===== config.mk =====
export PLATFORM = sky130hd
export DESIGN_NAME = smc_cfg_slave
export DESIGN_NICKNAME = d
export VERILOG_FILES = /design/src/rtl/smc_pkg.sv /design/src/rtl/smc_crc8.sv /design/src/rtl/smc_cfg_slave.sv
export VERILOG_INCLUDE_DIRS = /design/src /design/src/rtl
export SDC_FILE = /design/constraint.sdc
export NUM_CORES = 1
export LEC_CHECK = 0
export BUFFER_PORTS_ARGS = -buffer_cell sky130_fd_sc_hd__buf_4
export CAP_MARGIN = 20
export CORE_AREA = 2 2 161 163
export CTS_BUF_LIST = sky130_fd_sc_hd__clkbuf_4 sky130_fd_sc_hd__clkbuf_8
export DETAILED_ROUTE_END_ITERATION = 12
export DIE_AREA = 0 0 163 165
export MAX_ROUTING_LAYER = met4
export PLACE_DENSITY_LB_ADDON = 0.08
export SLEW_MARGIN = 20
export SYNTH_ARGS = -nofsm -noshare
export SYNTH_HDL_FRONTEND = slang
export SYNTH_HIERARCHICAL = 1
export SYNTH_SLANG_ARGS = --single-unit

===== constraint.sdc =====
create_clock -name clk_sys_in -period 6.4 [get_ports clk_sys_in]
set_input_delay 1.92 -clock clk_sys_in [delete_from_list [all_inputs] [get_ports clk_sys_in]]
set_output_delay 1.92 -clock clk_sys_in [all_outputs]
set_load 0.05 [all_outputs]

===== src/rtl/smc_params.svh =====
// constants of the smbus configuration access slave
// assumes it is included by the package and the design modules by bare name
`ifndef SMC_PARAMS_SVH
`define SMC_PARAMS_SVH

// slave address: bits 6:3 fixed, bits 2:0 from straps
`define SMC_ADDR_FIXED 4'h7

// command codes
`define SMC_CMD_WRITE 8'hbe
`define SMC_CMD_SETUP 8'hba
`define SMC_CMD_READ 8'hbd
`define SMC_CMD_PCALL 8'hcd

// byte counts
`define SMC_CNT_WRITE 8'h08
`define SMC_CNT_SETUP 8'h04
`define SMC_CNT_READ 8'h04

// operation field of command byte 1
`define SMC_OP_WRITE 3'h3
`define SMC_OP_READ 3'h4

// port select values
`define SMC_PORT_LINK 5'h01
`define SMC_PORT_VIRT 5'h10

// byte positions within a packet, address byte is 0
`define SMC_IDX_CMD 4'h1
`define SMC_IDX_CNT 4'h2
`define SMC_IDX_CB1 4'h3
`define SMC_IDX_CB2 4'h4
`define SMC_IDX_CB3 4'h5
`define SMC_IDX_CB4 4'h6
`define SMC_IDX_DATA1 4'h7
`define SMC_IDX_DATA4 4'ha
`define SMC_IDX_PEC_WR 4'hb
`define SMC_IDX_PEC_SETUP 4'h7
`define SMC_IDX_MAX 4'hf

// read return positions
`define SMC_TX_CNT 4'h0
`define SMC_TX_D1 4'h1
`define SMC_TX_D2 4'h2
`define SMC_TX_D3 4'h3
`define SMC_TX_D4 4'h4
`define SMC_TX_PEC 4'h5
`define SMC_TX_IDLE 8'hff

// crc-8 polynomial x^8 + x^2 + x + 1, initial value zero
`define SMC_CRC_POLY 8'h07
`define SMC_CRC_INIT 8'h00

`endif


===== src/rtl/smc_pkg.sv =====
// types of the smbus configuration access slave
// assumes smc_params.svh is on the include path
package smc_pkg;
   `include "smc_params.svh"

   // gray codes along idle, receive, acknowledge, transmit
   typedef enum logic [2:0] {
      SMC_IDLE = 3'h0,
      SMC_RX = 3'h1,
      SMC_RX_ACK = 3'h3,
      SMC_TX = 3'h2,
      SMC_TX_ACK = 3'h6
   } smc_state_e;

   typedef struct packed {
      smc_state_e state;
      logic [2:0] scl_sync;
      logic [2:0] sda_sync;
      logic scl_f;
      logic sda_f;
      logic [2:0] strap_s0;
      logic [2:0] strap_s1;
      logic [2:0] strap_s2;
      logic [2:0] strap;
      logic busy;
      logic [7:0] shift;
      logic [2:0] bit_cnt;
      logic [3:0] byte_idx;
      logic rd_dir;
      logic ack_bit;
      logic ack_on;
      logic nack_rest;
      logic [7:0] cmd_code;
      logic [4:0] port_sel;
      logic [3:0] be;
      logic [11:0] addr;
      logic [31:0] wdata;
      logic wr_pend;
      logic [4:0] rd_port;
      logic [11:0] rd_addr;
      logic setup_valid;
      logic rd_armed;
      logic [31:0] rdata;
      logic rd_cap;
      logic [7:0] crc;
      logic sda_o;
      logic sda_oe;
      logic cfg_wr;
      logic cfg_rd;
      logic [3:0] cfg_port;
      logic cfg_link;
      logic cfg_virt;
      logic [11:0] cfg_addr;
      logic [3:0] cfg_be;
      logic [31:0] cfg_wdata;
   } smc_state_s;
endpackage


===== src/rtl/smc_crc8.sv =====
// byte-wide crc-8 update step used for packet error codes
// assumes the caller registers the result; purely combinational
`timescale 1ns/1ps
`include "smc_params.svh"
module smc_crc8
   import smc_pkg::*;
(
   input wire logic [7:0] crc_in,
   input wire logic [7:0] data_in,
   output logic [7:0] crc_out
);
   logic [7:0] stage [0:8];

   assign stage[0] = crc_in ^ data_in;

   // ********************************************************
   // one shift per data bit, msb first
   // ********************************************************
   for (genvar i = 0; i < 8; i++) begin : g_bit
      assign stage[i + 1] = stage[i][7] ? ({stage[i][6:0], 1'b0} ^ `SMC_CRC_POLY) : {stage[i][6:0], 1'b0};
   end

   assign crc_out = stage[8];
endmodule


===== src/rtl/smc_cfg_slave.sv =====
// smbus slave giving an external master access to configuration registers
// assumes open-drain sda resolved outside; config path answers reads one cycle
// after cfg_rd_out
//
// Summary of operation
// - address is 0111 plus three strap bits
// - programmed address replaces the strap address
// - command beh performs a register write
// - bah sets up, bdh returns the register
// - process call cdh sets up and reads
// - write packets carry byte count eight
// - wrong count: nack it and rest
// - bad command: nack from that byte on
// - byte after data four is pec
// - failed pec drops write, nacks pec
// - check-disable accepts writes regardless of pec
// - byte count excludes the pec byte
// - command byte 1 bits 2:0 give operation
// - port is byte2 bits 3:0, byte3 bit7
// - port decode, 10h virtual, above reserved
// - byte enables gate written register bytes
// - dword address from byte3 and byte4
// - write data arrives most significant first
// - any config register reachable for access
// - pec checked and generated as crc-8
// - read returns count 4, data, optional pec
// - master nack ends read transmission
`timescale 1ns/1ps
`include "smc_params.svh"
module smc_cfg_slave
   import smc_pkg::*;
(
   input wire logic clk_sys_in,
   input wire logic nrst_in,
   input wire logic scl_in,
   input wire logic sda_in,
   output logic sda_out,
   output logic sda_oe_out,
   input wire logic [2:0] addr_strap_in,
   input wire logic addr_override_en_in,
   input wire logic [6:0] addr_override_in,
   input wire logic pec_check_dis_in,
   input wire logic iso_mode_en_in,
   output logic cfg_wr_out,
   output logic cfg_rd_out,
   output logic [3:0] cfg_port_out,
   output logic cfg_link_side_out,
   output logic cfg_virt_side_out,
   output logic [11:0] cfg_addr_out,
   output logic [3:0] cfg_be_out,
   output logic [31:0] cfg_wdata_out,
   input wire logic [31:0] cfg_rdata_in,
   output logic busy_out
);
   smc_state_s st_reg;
   smc_state_s st_next;

   logic scl_stable;
   logic sda_stable;
   logic scl_rise;
   logic scl_fall;
   logic sda_rise;
   logic sda_fall;
   logic start_det;
   logic stop_det;
   logic [7:0] rx_byte;
   logic [7:0] crc_data;
   logic [7:0] crc_upd;
   logic [6:0] my_addr;

   // ********************************************************
   // line filtering and bus conditions
   // ********************************************************
   // a change counts once the second and third stage agree
   assign scl_stable = st_reg.scl_sync[1] == st_reg.scl_sync[2];
   assign sda_stable = st_reg.sda_sync[1] == st_reg.sda_sync[2];
   assign scl_rise = scl_stable && st_reg.scl_sync[2] && !st_reg.scl_f;
   assign scl_fall = scl_stable && !st_reg.scl_sync[2] && st_reg.scl_f;
   assign sda_rise = sda_stable && st_reg.sda_sync[2] && !st_reg.sda_f;
   assign sda_fall = sda_stable && !st_reg.sda_sync[2] && st_reg.sda_f;
   assign start_det = sda_fall && st_reg.scl_f && !scl_fall;
   assign stop_det = sda_rise && st_reg.scl_f && !scl_fall;
   assign rx_byte = {st_reg.shift[6:0], st_reg.sda_f};

   // fixed upper bits, strap lower bits
   assign my_addr = addr_override_en_in ? addr_override_in : {`SMC_ADDR_FIXED, st_reg.strap};

   // crc over received and sent bytes
   assign crc_data = st_reg.rd_dir ? st_reg.shift : rx_byte;

   smc_crc8 u_crc (
      .crc_in(st_reg.crc),
      .data_in(crc_data),
      .crc_out(crc_upd)
   );

   // count, data msb first, then pec
   function automatic logic [7:0] tx_pick(input logic [3:0] idx, input logic [31:0] d, input logic [7:0] c);
      logic [7:0] b;
      b = `SMC_TX_IDLE;
      case (idx)
         `SMC_TX_CNT: b = `SMC_CNT_READ;
         `SMC_TX_D1: b = d[31:24];
         `SMC_TX_D2: b = d[23:16];
         `SMC_TX_D3: b = d[15:8];
         `SMC_TX_D4: b = d[7:0];
         `SMC_TX_PEC: b = c;
         default: b = `SMC_TX_IDLE;
      endcase
      return b;
   endfunction

   // ********************************************************
   // next state
   // ********************************************************
   always_comb begin
      logic do_commit;
      logic [3:0] pec_idx;
      logic [4:0] p;
      do_commit = 1'b0;
      pec_idx = (st_reg.cmd_code == `SMC_CMD_WRITE) ? `SMC_IDX_PEC_WR : `SMC_IDX_PEC_SETUP;
      p = st_reg.port_sel;
      st_next = st_reg;
      st_next.cfg_wr = 1'b0;
      st_next.cfg_rd = 1'b0;
      st_next.rd_cap = st_reg.cfg_rd;
      st_next.scl_sync = {st_reg.scl_sync[1:0], scl_in};
      st_next.sda_sync = {st_reg.sda_sync[1:0], sda_in};
      st_next.strap_s0 = addr_strap_in;
      st_next.strap_s1 = st_reg.strap_s0;
      st_next.strap_s2 = st_reg.strap_s1;
      st_next.strap = (~(st_reg.strap_s1 ^ st_reg.strap_s2) & st_reg.strap_s2)
                    | ((st_reg.strap_s1 ^ st_reg.strap_s2) & st_reg.strap);
      if (scl_stable) begin
         st_next.scl_f = st_reg.scl_sync[2];
      end
      if (sda_stable) begin
         st_next.sda_f = st_reg.sda_sync[2];
      end
      if (st_reg.rd_cap) begin
         st_next.rdata = cfg_rdata_in;
      end

      if (start_det) begin
         // repeated start keeps the running crc of the transaction
         if (!st_reg.busy) begin
            st_next.crc = `SMC_CRC_INIT;
         end
         do_commit = st_reg.wr_pend;
         st_next.busy = 1'b1;
         st_next.state = SMC_RX;
         st_next.bit_cnt = 3'h0;
         st_next.byte_idx = 4'h0;
         st_next.rd_dir = 1'b0;
         st_next.ack_on = 1'b0;
         st_next.nack_rest = 1'b0;
         st_next.sda_oe = 1'b0;
      end else if (stop_det) begin
         // write without pec commits at stop
         do_commit = st_reg.wr_pend;
         st_next.busy = 1'b0;
         st_next.state = SMC_IDLE;
         st_next.sda_oe = 1'b0;
         st_next.rd_dir = 1'b0;
      end else begin
         unique case (st_reg.state)
            SMC_IDLE: begin
               st_next.sda_oe = 1'b0;
            end
            SMC_RX: begin
               if (scl_rise) begin
                  st_next.shift = rx_byte;
                  st_next.bit_cnt = st_reg.bit_cnt + 3'h1;
                  if (st_reg.bit_cnt == 3'h7) begin
                     st_next.crc = crc_upd;
                     st_next.state = SMC_RX_ACK;
                     st_next.ack_bit = 1'b0;
                     if (st_reg.byte_idx != `SMC_IDX_MAX) begin
                        st_next.byte_idx = st_reg.byte_idx + 4'h1;
                     end
                     if (st_reg.byte_idx == 4'h0) begin
                        if (rx_byte[7:1] != my_addr) begin
                           st_next.state = SMC_IDLE;
                        end else if (rx_byte[0]) begin
                           if (st_reg.rd_armed) begin
                              st_next.ack_bit = 1'b1;
                              st_next.rd_dir = 1'b1;
                              st_next.rd_armed = 1'b0;
                              st_next.byte_idx = `SMC_TX_CNT;
                              st_next.shift = `SMC_CNT_READ;
                              p = st_reg.rd_port;
                              if (p <= `SMC_PORT_VIRT) begin
                                 st_next.cfg_rd = 1'b1;
                                 st_next.cfg_port = p[3:0];
                                 st_next.cfg_link = (p == `SMC_PORT_LINK) && iso_mode_en_in;
                                 st_next.cfg_virt = p == `SMC_PORT_VIRT;
                                 st_next.cfg_addr = st_reg.rd_addr;
                              end else begin
                                 st_next.rdata = 32'h0000_0000;
                              end
                           end
                        end else begin
                           st_next.ack_bit = 1'b1;
                           st_next.wr_pend = 1'b0;
                        end
                     end else if (!st_reg.nack_rest) begin
                        st_next.ack_bit = 1'b1;
                        case (st_reg.byte_idx)
                           `SMC_IDX_CMD: begin
                              st_next.cmd_code = rx_byte;
                              st_next.rd_armed = 1'b0;
                              if (rx_byte == `SMC_CMD_READ) begin
                                 st_next.rd_armed = st_reg.setup_valid;
                              end else if (rx_byte != `SMC_CMD_WRITE && rx_byte != `SMC_CMD_SETUP
                                           && rx_byte != `SMC_CMD_PCALL) begin
                                 st_next.ack_bit = 1'b0;
                                 st_next.nack_rest = 1'b1;
                              end
                           end
                           `SMC_IDX_CNT: begin
                              if ((st_reg.cmd_code == `SMC_CMD_WRITE && rx_byte != `SMC_CNT_WRITE)
                                  || (st_reg.cmd_code != `SMC_CMD_WRITE && rx_byte != `SMC_CNT_SETUP)
                                  || st_reg.cmd_code == `SMC_CMD_READ) begin
                                 st_next.ack_bit = 1'b0;
                                 st_next.nack_rest = 1'b1;
                              end
                           end
                           `SMC_IDX_CB1: begin
                              if ((st_reg.cmd_code == `SMC_CMD_WRITE) ? (rx_byte[2:0] != `SMC_OP_WRITE)
                                                                      : (rx_byte[2:0] != `SMC_OP_READ)) begin
                                 st_next.ack_bit = 1'b0;
                                 st_next.nack_rest = 1'b1;
                              end
                           end
                           // port select split over two bytes
                           `SMC_IDX_CB2: st_next.port_sel[4:1] = rx_byte[3:0];
                           `SMC_IDX_CB3: begin
                              st_next.port_sel[0] = rx_byte[7];
                              st_next.be = rx_byte[5:2];
                              st_next.addr[11:10] = rx_byte[1:0];
                           end
                           `SMC_IDX_CB4: begin
                              st_next.addr[9:0] = {rx_byte, 2'b00};
                              if (st_reg.cmd_code != `SMC_CMD_WRITE) begin
                                 st_next.rd_port = st_reg.port_sel;
                                 st_next.rd_addr = {st_reg.addr[11:10], rx_byte, 2'b00};
                                 st_next.setup_valid = 1'b1;
                                 st_next.rd_armed = st_reg.cmd_code == `SMC_CMD_PCALL;
                              end
                           end
                           default: begin
                              if (st_reg.byte_idx == pec_idx) begin
                                 if (pec_check_dis_in || rx_byte == st_reg.crc) begin
                                    do_commit = st_reg.wr_pend;
                                 end else begin
                                    st_next.ack_bit = 1'b0;
                                    st_next.nack_rest = 1'b1;
                                    st_next.setup_valid = st_reg.cmd_code == `SMC_CMD_WRITE && st_reg.setup_valid;
                                    st_next.rd_armed = 1'b0;
                                 end
                                 st_next.wr_pend = 1'b0;
                              end else if (st_reg.byte_idx > pec_idx) begin
                                 st_next.ack_bit = 1'b0;
                                 st_next.nack_rest = 1'b1;
                              end else begin
                                 // first data byte lands in bits 31:24
                                 st_next.wdata = {st_reg.wdata[23:0], rx_byte};
                                 st_next.wr_pend = st_reg.byte_idx == `SMC_IDX_DATA4;
                              end
                           end
                        endcase
                     end
                  end
               end
            end
            SMC_RX_ACK: begin
               if (scl_fall) begin
                  if (!st_reg.ack_on) begin
                     st_next.ack_on = 1'b1;
                     st_next.sda_oe = st_reg.ack_bit;
                  end else begin
                     st_next.ack_on = 1'b0;
                     st_next.sda_oe = 1'b0;
                     st_next.bit_cnt = 3'h0;
                     st_next.state = SMC_RX;
                     if (st_reg.rd_dir) begin
                        st_next.sda_oe = !st_reg.shift[7];
                        st_next.bit_cnt = 3'h1;
                        st_next.state = SMC_TX;
                     end
                  end
               end
            end
            SMC_TX: begin
               if (scl_fall) begin
                  if (st_reg.bit_cnt == 3'h0) begin
                     st_next.sda_oe = 1'b0;
                     st_next.crc = crc_upd;
                     st_next.ack_on = 1'b0;
                     st_next.state = SMC_TX_ACK;
                  end else begin
                     st_next.sda_oe = !st_reg.shift[~st_reg.bit_cnt];
                     st_next.bit_cnt = st_reg.bit_cnt + 3'h1;
                  end
               end
            end
            SMC_TX_ACK: begin
               if (scl_rise) begin
                  if (st_reg.sda_f) begin
                     st_next.state = SMC_IDLE;
                     st_next.rd_dir = 1'b0;
                  end else begin
                     st_next.ack_on = 1'b1;
                     st_next.byte_idx = st_reg.byte_idx + 4'h1;
                     st_next.shift = tx_pick(st_reg.byte_idx + 4'h1, st_reg.rdata, st_reg.crc);
                  end
               end else if (scl_fall && st_reg.ack_on) begin
                  st_next.ack_on = 1'b0;
                  st_next.sda_oe = !st_reg.shift[7];
                  st_next.bit_cnt = 3'h1;
                  st_next.state = SMC_TX;
               end
            end
         endcase
      end

      // the register the port and address name, only for ports 10h and below
      if (do_commit) begin
         st_next.wr_pend = 1'b0;
         p = st_reg.port_sel;
         if (p <= `SMC_PORT_VIRT) begin
            st_next.cfg_wr = 1'b1;
            st_next.cfg_port = p[3:0];
            st_next.cfg_link = (p == `SMC_PORT_LINK) && iso_mode_en_in;
            st_next.cfg_virt = p == `SMC_PORT_VIRT;
            st_next.cfg_addr = st_reg.addr;
            st_next.cfg_be = st_reg.be;
            st_next.cfg_wdata = st_reg.wdata;
         end
      end
   end

   // ********************************************************
   // state register
   // ********************************************************
   always_ff @(posedge clk_sys_in or negedge nrst_in) begin
      if (!nrst_in) begin
         st_reg <= '0;
         st_reg.scl_sync <= 3'h7;
         st_reg.sda_sync <= 3'h7;
         st_reg.scl_f <= 1'b1;
         st_reg.sda_f <= 1'b1;
         st_reg.state <= SMC_IDLE;
      end else begin
         st_reg <= st_next;
      end
   end

   assign sda_out = st_reg.sda_o;
   assign sda_oe_out = st_reg.sda_oe;
   assign cfg_wr_out = st_reg.cfg_wr;
   assign cfg_rd_out = st_reg.cfg_rd;
   assign cfg_port_out = st_reg.cfg_port;
   assign cfg_link_side_out = st_reg.cfg_link;
   assign cfg_virt_side_out = st_reg.cfg_virt;
   assign cfg_addr_out = st_reg.cfg_addr;
   assign cfg_be_out = st_reg.cfg_be;
   assign cfg_wdata_out = st_reg.cfg_wdata;
   assign busy_out = st_reg.busy;
endmodule


==> results.json, run 1 <==
{
  "outcome": "finished clean",
  "synth_seq_cells": 218,
  "die_height_um": 165,
  "routed_wl_um": 25600,
  "numCtsBuffers": 40,
  "reg2regPathDepth": 9,
  "design.portCount": 108,
  "worst_hold_path.num_cells": 0,
  "antenna_left": 0,
  "drt-vias-per-instance": 5.46,
  "clock_sink_count": 218,
  "die_width_um": 163,
  "power.density_mw_per_mm2": 338,
  "holdBufCountCts": 0,
  "swShare_pct": 35.1,
  "first_global_vias": 7479,
  "post-cts-setup-buffers": 0,
  "worstReg2RegStart": "st_reg[188]",
  "clock_skew_ns": 0.0157,
  "setup-tns-final_ns": 0,
  "final-hold-violation-count": 0,
  "clk_network_pwr_share_pct": 30.6,
  "grt_setup_unrepaired": "false",
  "critPathArrivalTime_ns": 4.11,
  "drt-initial-drc-count": 517,
  "stdcell_area_mm2": 0.0126,
  "holdPathEnd": "st_next[203]",
  "critPathLaunchType": "input pin",
  "peakVddDrop_mv": 0.170,
  "floorplan.core_area_mm2": 0.0250,
  "post_synthesis_cell_count": 995,
  "ys_dominant_reg_cell": "dfrtp_1",
  "worst_setup_hold_path_clk_slew_ns": 0.06,
  "setup_violations_final": 0,
  "initial_cell_density_of_the_core_pct": 44.3,
  "detailed_place_hpwl_um": 16900,
  "switching_power_w": 0.00150,
  "cts_tree": "done",
  "largest_reg_flops": 139,
  "synth_top_area_share_pct": 47.4,
  "timing_max_transition_violations_final": 0,
  "clock_latency_of_the_later_clocked_register_in_the_worst_skew_pair_ns": 0.54,
  "final_net_count": 1110,
  "placement_rows": 58,
  "synth_enable_flop_cells": 0,
  "worst-setup-path-type": "input pin to register",
  "globalRouteOverflowTotal": 0,
  "drive_gt1_share_pct": 30.7,
  "rr_endpoint": "cfg_port_out[0]",
  "yosysSeqAreaShare_pct": 49.3,
  "timing.reg2reg.setup_slack_ns": 2.90,
  "num_vias": 7654,
  "p_seq_share_pct": 39.4,
  "grt_start_max_net_pins": 125,
  "worst_setup_path_end_kind": "register",
  "relSlewSlack_pct": 30.1,
  "power_w": 0.00427,
  "finalWorstPathRequiredPeriod_ns": 3.65,
  "area_growth_pct": 13.6,
  "detail_route.drc_violations": 0,
  "crit_fanout": 6,
  "final.period_utilization_pct": 57.0,
  "synth_area_mm2": 0.0111,
  "antenna_cells": 0,
  "yosys_top_cell_by_area": "dfrtp_1",
  "placement.io_buffers": 106,
  "synth_warnings": 6,
  "syn-mean-instance-area_um2": 11.2,
  "synth_area_leaders": "dfrtp_1 (47%), mux2_2 (12%), mux2i_1 (5.2%), buf_4 (3.9%), nand2_1 (2.6%)",
  "die_area_mm2": 0.0269,
  "comb_power_share_pct": 30.0,
  "timing.hold.worst.class": "register to register",
  "detailed_place.area_mm2": 0.0118,
  "cap_violations": 0,
  "worst-endpoint-required_ns": 6.86,
  "syn_nets": 1058,
  "intPower_w": 0.00277,
  "netlist-cell-type-count": 76,
  "drt-pass1-iter-count": 5,
  "clk_root_buffer_cell": "clkbuf_8",
  "fin_hold_ws_ns": 0.347,
  "cts_max_level": 2,
  "wl_per_cell_um": 18.3,
  "grt_pass1_wl_um": 41500,
  "holdCritStartpoint": "st_next[206]",
  "max_freq_ghz": 0.274,
  "worst_slew_pin_slew_ns": 1.05,
  "power_leakage_nw": 6.04,
  "maximum_number_of_buffers_from_clock_root_to_sink": 3,
  "postSynth.asyncResetShare_pct": 100,
  "cts_resized": 0,
  "gp_congestion": 0.858,
  "grtUsageTotal_pct": 20.2,
  "antenna_found_initial": 0
}
## critical path, stage by stage
cell and delay (ns):
buf_4 0.12, xor2_1 0.14, nor4b_1 0.07, o311ai_1 0.73, nor2_1 0.24, a41oi_1 0.62
a221o_1 0.26
## kinds of logic after synthesis
group,Yosys count,synth area share [%]
fa+ha+maj,17,1.85
simple gates,255,12.0
compound gates,156,9.71
mux,178,17.6
xor+xnor,34,2.89
other cells,1,0.0338
flops,218,49.3
buf+inv,136,6.65
## worst max-delay path by stage
| stage | startpoint | to | cells past startpoint |
|---|---|---|---|
| final | addr_override_in[5] | rx_byte[7] | 7 |
| after detailed placement | addr_override_en_in | cfg_port_out[0] | 7 |
| after global placement | addr_override_en_in | cfg_port_out[0] | 7 |
| after floorplan | addr_override_en_in | st_reg[183] | 7 |
| after global routing | addr_override_in[5] | rx_byte[5] | 7 |
| after CTS | addr_override_en_in | cfg_port_out[0] | 7 |
## placed cells by master, fill, tap and decap left out, types with 5 or more instances in the layout
cell type    n
dfrtp_1    210
mux2_2     117
buf_4      116
nand2_1     78
mux2i_1     58
nor2_1      58
clkbuf_8    49
o21ai_0     31
inv_1       27
a21oi_1     26
xor2_1      20
nand3_1     16
a31oi_1     15
ha_1        14
nand2b_1    13
a32oi_1     13
and3_1      11
xnor2_1     11
nor2b_1     11
clkbuf_4    11
nor3_1      10
a221o_1      8
dfstp_2      8
nor4_1       7
and2_1       6
o211ai_1     6
nand3b_1     5
a22oi_1      5
## synth_stat cells (4+ instances only)
master,count
o22ai_1,4
nor2b_1,11
a21o_1,4
buf_2,11
nand3_1,16
a22oi_1,5
nor4_1,7
nand2_1,78
o31ai_1,4
dfrtp_1,210
a221o_1,8
buf_4,57
xor2_1,20
mux2i_1,58
a31oi_1,15
o211ai_1,6
dfstp_2,8
and3_1,11
a221oi_1,4
ha_1,14
nor3b_1,4
mux2_2,117
nand4b_1,4
a21oi_1,26
a32oi_1,13
xnor2_1,11
clkbuf_1,40
inv_1,27
nand2b_1,13
nor2_1,58
and2_1,6
o21ai_0,31
o21a_1,4
nor3_1,10
nand3b_1,5
## stage by stage
| step | util, % | instances | worst slack (ns) |
|---|---|---|---|
| floorplan | - | 995 | 2.49 |
| global placement | 47.1 | 1334 | 1.96 |
| detailed placement | 47.1 | 1334 | 1.88 |
| CTS | 50.3 | 1400 | 2.45 |
| global route | 50.3 | 1401 | 2.50 |
| finish | 50.3 | 1401 | 2.75 |
## layout make-up
class | count | area (um^2)
Fill cell | 2297 | 12400
Sequential cell | 218 | 5470
Multi-Input combinational cell | 641 | 4920
Timing Repair Buffer | 119 | 920
Clock buffer | 59 | 743
Tap cell | 330 | 413
Inverter | 27 | 101
Clock inverter | 7 | 47.5
## power by group through the flow
| stage | clock, W | sequential [W] | combinational, W |
|---|---|---|---|
| after floorplan | 0 | 0.00159 | 0.00100 |
| after global placement | 0 | 0.00170 | 0.00127 |
| after detailed placement | 0 | 0.00170 | 0.00128 |
| after CTS | 0.00136 | 0.00168 | 0.00128 |
| after global routing | 0.00143 | 0.00170 | 0.00143 |
| final | 0.00131 | 0.00168 | 0.00128 |
## metal layers
| layer | vias up | wire length (um) | global-route usage [%] |
|---|---|---|---|
| met5 | - | 0 | - |
| met4 | 0 | 573 | 5.99 |
| met3 | 47 | 1250 | 3.84 |
| met2 | 194 | 11700 | 30.4 |
| met1 | 3795 | 12100 | 27.9 |
| li1 | 3618 | - | - |
(Power assumes the default switching activity.)
==> run 2: changes to the inputs <==
==> constraint.sdc (replaced) <==
create_clock -name clk_sys_in -period 3.39 [get_ports clk_sys_in]
set_input_delay 1.017 -clock clk_sys_in [delete_from_list [all_inputs] [get_ports clk_sys_in]]
set_output_delay 1.017 -clock clk_sys_in [all_outputs]
set_load 0.05 [all_outputs]
==> run 2 against run 1 <==
- combinational power is 100% higher
- clock-buffer cell count is 1 higher
- critical path depth is 2 higher
- sequential share of layout area is 0.94 points lower
- total power is 94% higher
- critical path type is now register to register
==> results.json, run 2 (synthesis results as in run 1) <==
{
  "clock_skew_ns": 0.0181,
  "cpMaxStageDelayCell": "ha_1",
  "antenna_cells": 0,
  "drt-vias-per-instance": 5.46,
  "grt_pass1_wl_um": 43000,
  "cp_num_buf_inv": 1,
  "largest_reg_flops": 139,
  "cp_top_family": "simple AND/OR/NAND/NOR gates",
  "final_net_count": 1136,
  "worst_slew_pin_slew_ns": 0.870,
  "path_cells": "and3b_1 > nand4_1 > ha_1 > and3_1 > nand2_1 > nand4b_1 > o21ai_4 > buf_12 > mux2_2",
  "layout_common_cells": "dfrtp_1 (210), buf_4 (141), mux2_2 (117)",
  "setup_violations_final": 0,
  "worst_setup_path_end_kind": "register",
  "clk_root_buffer_cell": "clkbuf_8",
  "drt-pass1-iter-count": 5,
  "design.portCount": 108,
  "cts_tree": "done",
  "final-hold-violation-count": 0,
  "place_ws_ns": 0.223,
  "max_freq_ghz": 0.332,
  "clock_sink_count": 218,
  "antenna_left": 0,
  "reg2regPathDepth": 9,
  "wl_per_cell_um": 18.4,
  "grt_setup_unrepaired": "false",
  "die_width_um": 163,
  "maximum_number_of_buffers_from_clock_root_to_sink": 3,
  "timing.reg2reg.setup_slack_ns": 0.38,
  "holdPathEnd": "st_next[205]",
  "routed_wl_um": 26400,
  "globalRouteOverflowTotal": 0,
  "final.period_utilization_pct": 88.8,
  "critPathLaunchType": "register",
  "initial_cell_density_of_the_core_pct": 44.3,
  "first_global_vias": 7860,
  "cts_resized": 0,
  "drt-initial-drc-count": 508,
  "cp_slowest_stage_delay_ns": 0.45,
  "holdCritStartpoint": "st_next[208]",
  "fillCellCount": 2318,
  "gp_congestion": 0.883,
  "placement_rows": 58,
  "area_growth_pct": 16.1,
  "timing_max_transition_violations_final": 0,
  "post-cts-setup-buffers": 0,
  "outcome": "finished clean",
  "crit_fanout": 50,
  "num_vias": 7796,
  "power_leakage_nw": 6.20,
  "setup-tns-final_ns": 0,
  "cts_max_level": 2,
  "placement.io_buffers": 106,
  "detailed_place_hpwl_um": 18300,
  "cap_violations": 0,
  "timing.hold.worst.class": "register to register",
  "peakVddDrop_mv": 0.294,
  "critPathArrivalTime_ns": 3.41,
  "number_of_non_filler_instances_in_the_completed_layout": 1429,
  "finalWorstPathRequiredPeriod_ns": 3.01,
  "holdBufCountCts": 0,
  "worst-endpoint-required_ns": 3.80,
  "detail_route.drc_violations": 0,
  "die_height_um": 165,
  "layout.cells.most_common": "dfrtp_1",
  "place_inst": 1362,
  "relSlewSlack_pct": 41.1,
  "die_area_mm2": 0.0269,
  "grt_start_max_net_pins": 75,
  "worst_setup_hold_path_clk_slew_ns": 0.06,
  "worst_hold_path.num_cells": 0,
  "floorplan.core_area_mm2": 0.0250,
  "numCtsBuffers": 39,
  "worst-setup-path-type": "register to register",
  "clock_latency_of_the_later_clocked_register_in_the_worst_skew_pair_ns": 0.53,
  "grtUsageTotal_pct": 20.9,
  "worstReg2RegStart": "st_reg[178]",
  "power.density_mw_per_mm2": 643,
  "drive_gt1_share_pct": 32.5,
  "antenna_found_initial": 0,
  "setup_slack_ns": 0.381,
  "startpoint": "st_reg[178]",
  "rr_endpoint": "cfg_wdata_out[2]"
}
-- run 2: cell count changes in the layout (fill, tap and decap cells not counted) --
cell        change
clkinvlp_4      -1
clkbuf_8        -2
buf_4          +25
bufinv_16       +2
inv_6           -1
clkbuf_4        +2
buf_12          +3
-- run 2: how the worst max path moves through the flow --
| stage | end | slack, ns | cells past startpoint |
|---|---|---|---|
| finish | cfg_wdata_out[2] | 0.38 | 9 |
| floorplan | st_reg[183] | 0.38 | 7 |
| global placement | st_reg[186] | 0.25 | 7 |
| global route | cfg_wdata_out[21] | 0.24 | 9 |
| CTS | cfg_wdata_out[27] | 0.41 | 9 |
| detailed placement | st_reg[183] | 0.22 | 7 |
-- run 2: final cells by class --
type / count / area, um^2 / area share [%]
clock buffer: 60 / 744 / 5.78
timing repair buffer: 146 / 1150 / 8.95
clock inverter: 7 / 91.3 / 0.709
tap: 330 / 413 / 3.20
inverter: 27 / 101 / 0.787
multi-input combinational: 641 / 4920 / 38.2
sequential: 218 / 5470 / 42.4
-- run 2: per-layer routing --
layer | up-vias | track usage [%] | part of all wire (%)
met5 | - | - | 0
met4 | 0 | 7.28 | 2.8
met3 | 53 | 3.69 | 4.8
met2 | 201 | 32.6 | 46
met1 | 3872 | 27.6 | 46
li1 | 3670 | - | -
-- run 2: power breakdown --
group	switching [W]	internal (W)	total [W]
Clock	0.00105	0.00155	0.00260
Sequential	0.000318	0.00279	0.00311
Combinational	0.00147	0.00111	0.00258
-- run 2: worst reg2reg max path, delay by kind of cell (launching register included) --
family,cells,cell delay [ns]
compound gates,1,0.21
simple gates,5,1.17
fa+ha+maj,1,0.45
flops,1,0.39
buf+inv,1,0.27
mux,1,0.41
-- run 2: per-stage QoR --
step                hold slack, ns  total power, W  util (%)  area (um^2)
floorplan                    0.331         0.00490         -        11100
global placement             0.335         0.00572      48.1        12000
detailed placement           0.338         0.00572      48.1        12000
CTS                          0.350         0.00838      51.5        12900
global route                 0.358         0.00881      51.5        12900
finish                       0.347         0.00829      51.5        12900
==> run 3: changes to the inputs <==
--- a/config.mk
+++ b/config.mk
@@ -8,10 +8,10 @@
 export LEC_CHECK = 0
 export BUFFER_PORTS_ARGS = -buffer_cell sky130_fd_sc_hd__buf_4
 export CAP_MARGIN = 20
-export CORE_AREA = 2 2 161 163
+export CORE_AREA = 3 3 162 164
 export CTS_BUF_LIST = sky130_fd_sc_hd__clkbuf_4 sky130_fd_sc_hd__clkbuf_8
 export DETAILED_ROUTE_END_ITERATION = 12
-export DIE_AREA = 0 0 163 165
+export DIE_AREA = 0 0 165 167
 export MAX_ROUTING_LAYER = met4
 export PLACE_DENSITY_LB_ADDON = 0.08
 export SLEW_MARGIN = 20
==> run 3 against run 2 <==
- sequential share of layout area increased by 0.066 points
- critical path type unchanged
- largest power group unchanged
- non-clock buffer count unchanged
- cell area decreased by 0.16%
- sequential power about the same
==> results.json, run 3 (synthesis results as in run 1) <==
{
  "outcome": "finished clean",
  "clk_root_buffer_cell": "clkbuf_8",
  "fillCellCount": 2298,
  "worst_setup_path_end_kind": "register",
  "detail_route.drc_violations": 0,
  "detailed_place.area_mm2": 0.0120,
  "worst_slew_pin_slew_ns": 1.03,
  "initial_cell_density_of_the_core_pct": 44.3,
  "multiInputGateArea_mm2": 0.00492,
  "numCtsBuffers": 39,
  "layout.cells.most_common": "dfrtp_1",
  "setup-tns-final_ns": 0,
  "final-hold-violation-count": 0,
  "seq_area_mm2": 0.00547,
  "power_w": 0.00819,
  "antenna_found_initial": 0,
  "drt-vias-per-instance": 5.48,
  "peakVddDrop_mv": 0.276,
  "timing.hold.worst.class": "register to register",
  "final.period_utilization_pct": 92.4,
  "grt_pass1_wl_um": 42800,
  "power.density_mw_per_mm2": 636,
  "worst_setup_hold_path_clk_slew_ns": 0.06,
  "detailed_place_hpwl_um": 18300,
  "worst-endpoint-required_ns": 3.79,
  "cap_violations": 0,
  "cpMaxStageDelayCell": "nor3b_2",
  "routed_wl_um": 26800,
  "die_height_um": 167,
  "finalCoreUtilization_pct": 51.4,
  "p_seq_share_pct": 38.0,
  "cts_max_level": 2,
  "design.portCount": 108,
  "largest_reg_flops": 139,
  "placement.io_buffers": 106,
  "clock_sink_count": 218,
  "finalWorstPathRequiredPeriod_ns": 3.13,
  "path_cells": "inv_1 > ha_1 > nor3b_2 > nand3_1 > nor4_4 > buf_4 > mux2i_1 > o21ai_0",
  "first_global_vias": 7694,
  "clk_network_pwr_share_pct": 30.5,
  "die_area_mm2": 0.0276,
  "clock_skew_ns": 0.0233,
  "layout_common_cells": "dfrtp_1 (210), buf_4 (140), mux2_2 (117)",
  "crit_fanout": 13,
  "timing_max_transition_violations_final": 0,
  "drt-pass1-iter-count": 5,
  "drt-initial-drc-count": 468,
  "switching_power_w": 0.00288,
  "antenna_left": 0,
  "swShare_pct": 35.2,
  "drive_gt1_share_pct": 32.6,
  "clock_latency_of_the_later_clocked_register_in_the_worst_skew_pair_ns": 0.55,
  "setup_violations_final": 0,
  "relSlewSlack_pct": 31.5,
  "area_growth_pct": 16.0,
  "holdBufCountCts": 0,
  "power_leakage_nw": 6.20,
  "cts_tree": "done",
  "placement_rows": 58,
  "die_width_um": 165,
  "wl_per_cell_um": 18.7,
  "critPathLaunchType": "register",
  "maximum_number_of_buffers_from_clock_root_to_sink": 3,
  "max_freq_ghz": 0.319,
  "worst-setup-path-type": "register to register",
  "stdcell_area_mm2": 0.0129,
  "final_net_count": 1136,
  "grt_start_max_net_pins": 76,
  "grt_setup_unrepaired": "false",
  "num_vias": 7843,
  "comb_power_share_pct": 31.5,
  "grtUsageTotal_pct": 20.0,
  "intPower_w": 0.00530,
  "floorplan.core_area_mm2": 0.0250,
  "antenna_cells": 0,
  "critPathArrivalTime_ns": 3.53,
  "cp_slowest_stage_delay_ns": 0.72,
  "globalRouteOverflowTotal": 0,
  "gp_congestion": 0.903
}
==> run 3: cell types whose count changed in the layout (fill, tap and decap cells not counted) <==
cell / before / now
buf_4: 141 / 140
inv_6: 0 / 2
bufinv_16: 2 / 0
clkinv_2: 4 / 6
buf_12: 4 / 5
==> run 3: cell type report <==
type / instances / area share, %
Clock buffer: 60 / 5.79
Clock inverter: 9 / 0.457
Inverter: 27 / 0.788
Multi-Input combinational cell: 641 / 38.2
Sequential cell: 218 / 42.5
Tap cell: 330 / 3.21
Timing Repair Buffer: 146 / 9.06
==> run 3: path summary, 6_finish.rpt <==
| path | from | end | slack, ns | cells after the start |
|---|---|---|---|---|
| min | st_next[208] | st_next[205] | 0.35 | 0 |
| max in group asynchronous | nrst_in | st_reg[219] | 2.10 | 2 |
| max reg2reg | st_reg[184] | cfg_addr_out[6] | 0.26 | 8 |
| max | st_reg[184] | cfg_addr_out[6] | 0.26 | 8 |
| min in group asynchronous | nrst_in | cfg_addr_out[10] | 0.45 | 1 |
| min reg2reg | st_next[208] | st_next[205] | 0.35 | 0 |
==> run 3: what timing repair did <==
action / 4_1_cts / 5_1_grt
buffers inserted: 0 / 2
setup endpoints to repair: 0 / 2
gates resized for setup: 0 / 0
==> run 3: power groups by stage <==
stage	combinational, W	clock (W)	sequential, W
after floorplan	0.00189	0	0.00301
after global placement	0.00254	0	0.00315
after detailed placement	0.00257	0	0.00315
after CTS	0.00258	0.00259	0.00311
after global routing	0.00284	0.00271	0.00313
final	0.00258	0.00249	0.00311
==> run 3: through the flow <==
step | instances | hold WS [ns] | worst slack, ns
6_report | 1431 | 0.348 | 0.258
5_1_grt | 1431 | 0.357 | 0.0761
4_1_cts | 1429 | 0.351 | 0.226
3_5_place_dp | 1360 | 0.343 | 0.208
3_3_place_gp | 1360 | 0.335 | 0.249
2_1_floorplan | 995 | 0.331 | 0.382
==> run 3: worst max-delay path: cells and delay by family, from the launching register on <==
kind                     cells  cell delay, ns
AND/OR/NAND/NOR              3            1.44
flip-flops                   1            0.47
buffers and inverters        2            0.47
AO/OA/AOI/OAI                1            0.09
adder cells (fa/ha/maj)      1            0.30
multiplexers                 1            0.20
==> run 3: metal layers <==
metal  global-route usage, %  share of wire [%]  wire [um]  up-vias
met5                       -                  0          0        -
met1                    27.9                 46      12300     3926
li1                        -                  -          -     3677
met2                    30.0                 47      12600      192
met3                    3.18                4.7       1260       48
met4                    6.24                2.5        660        0
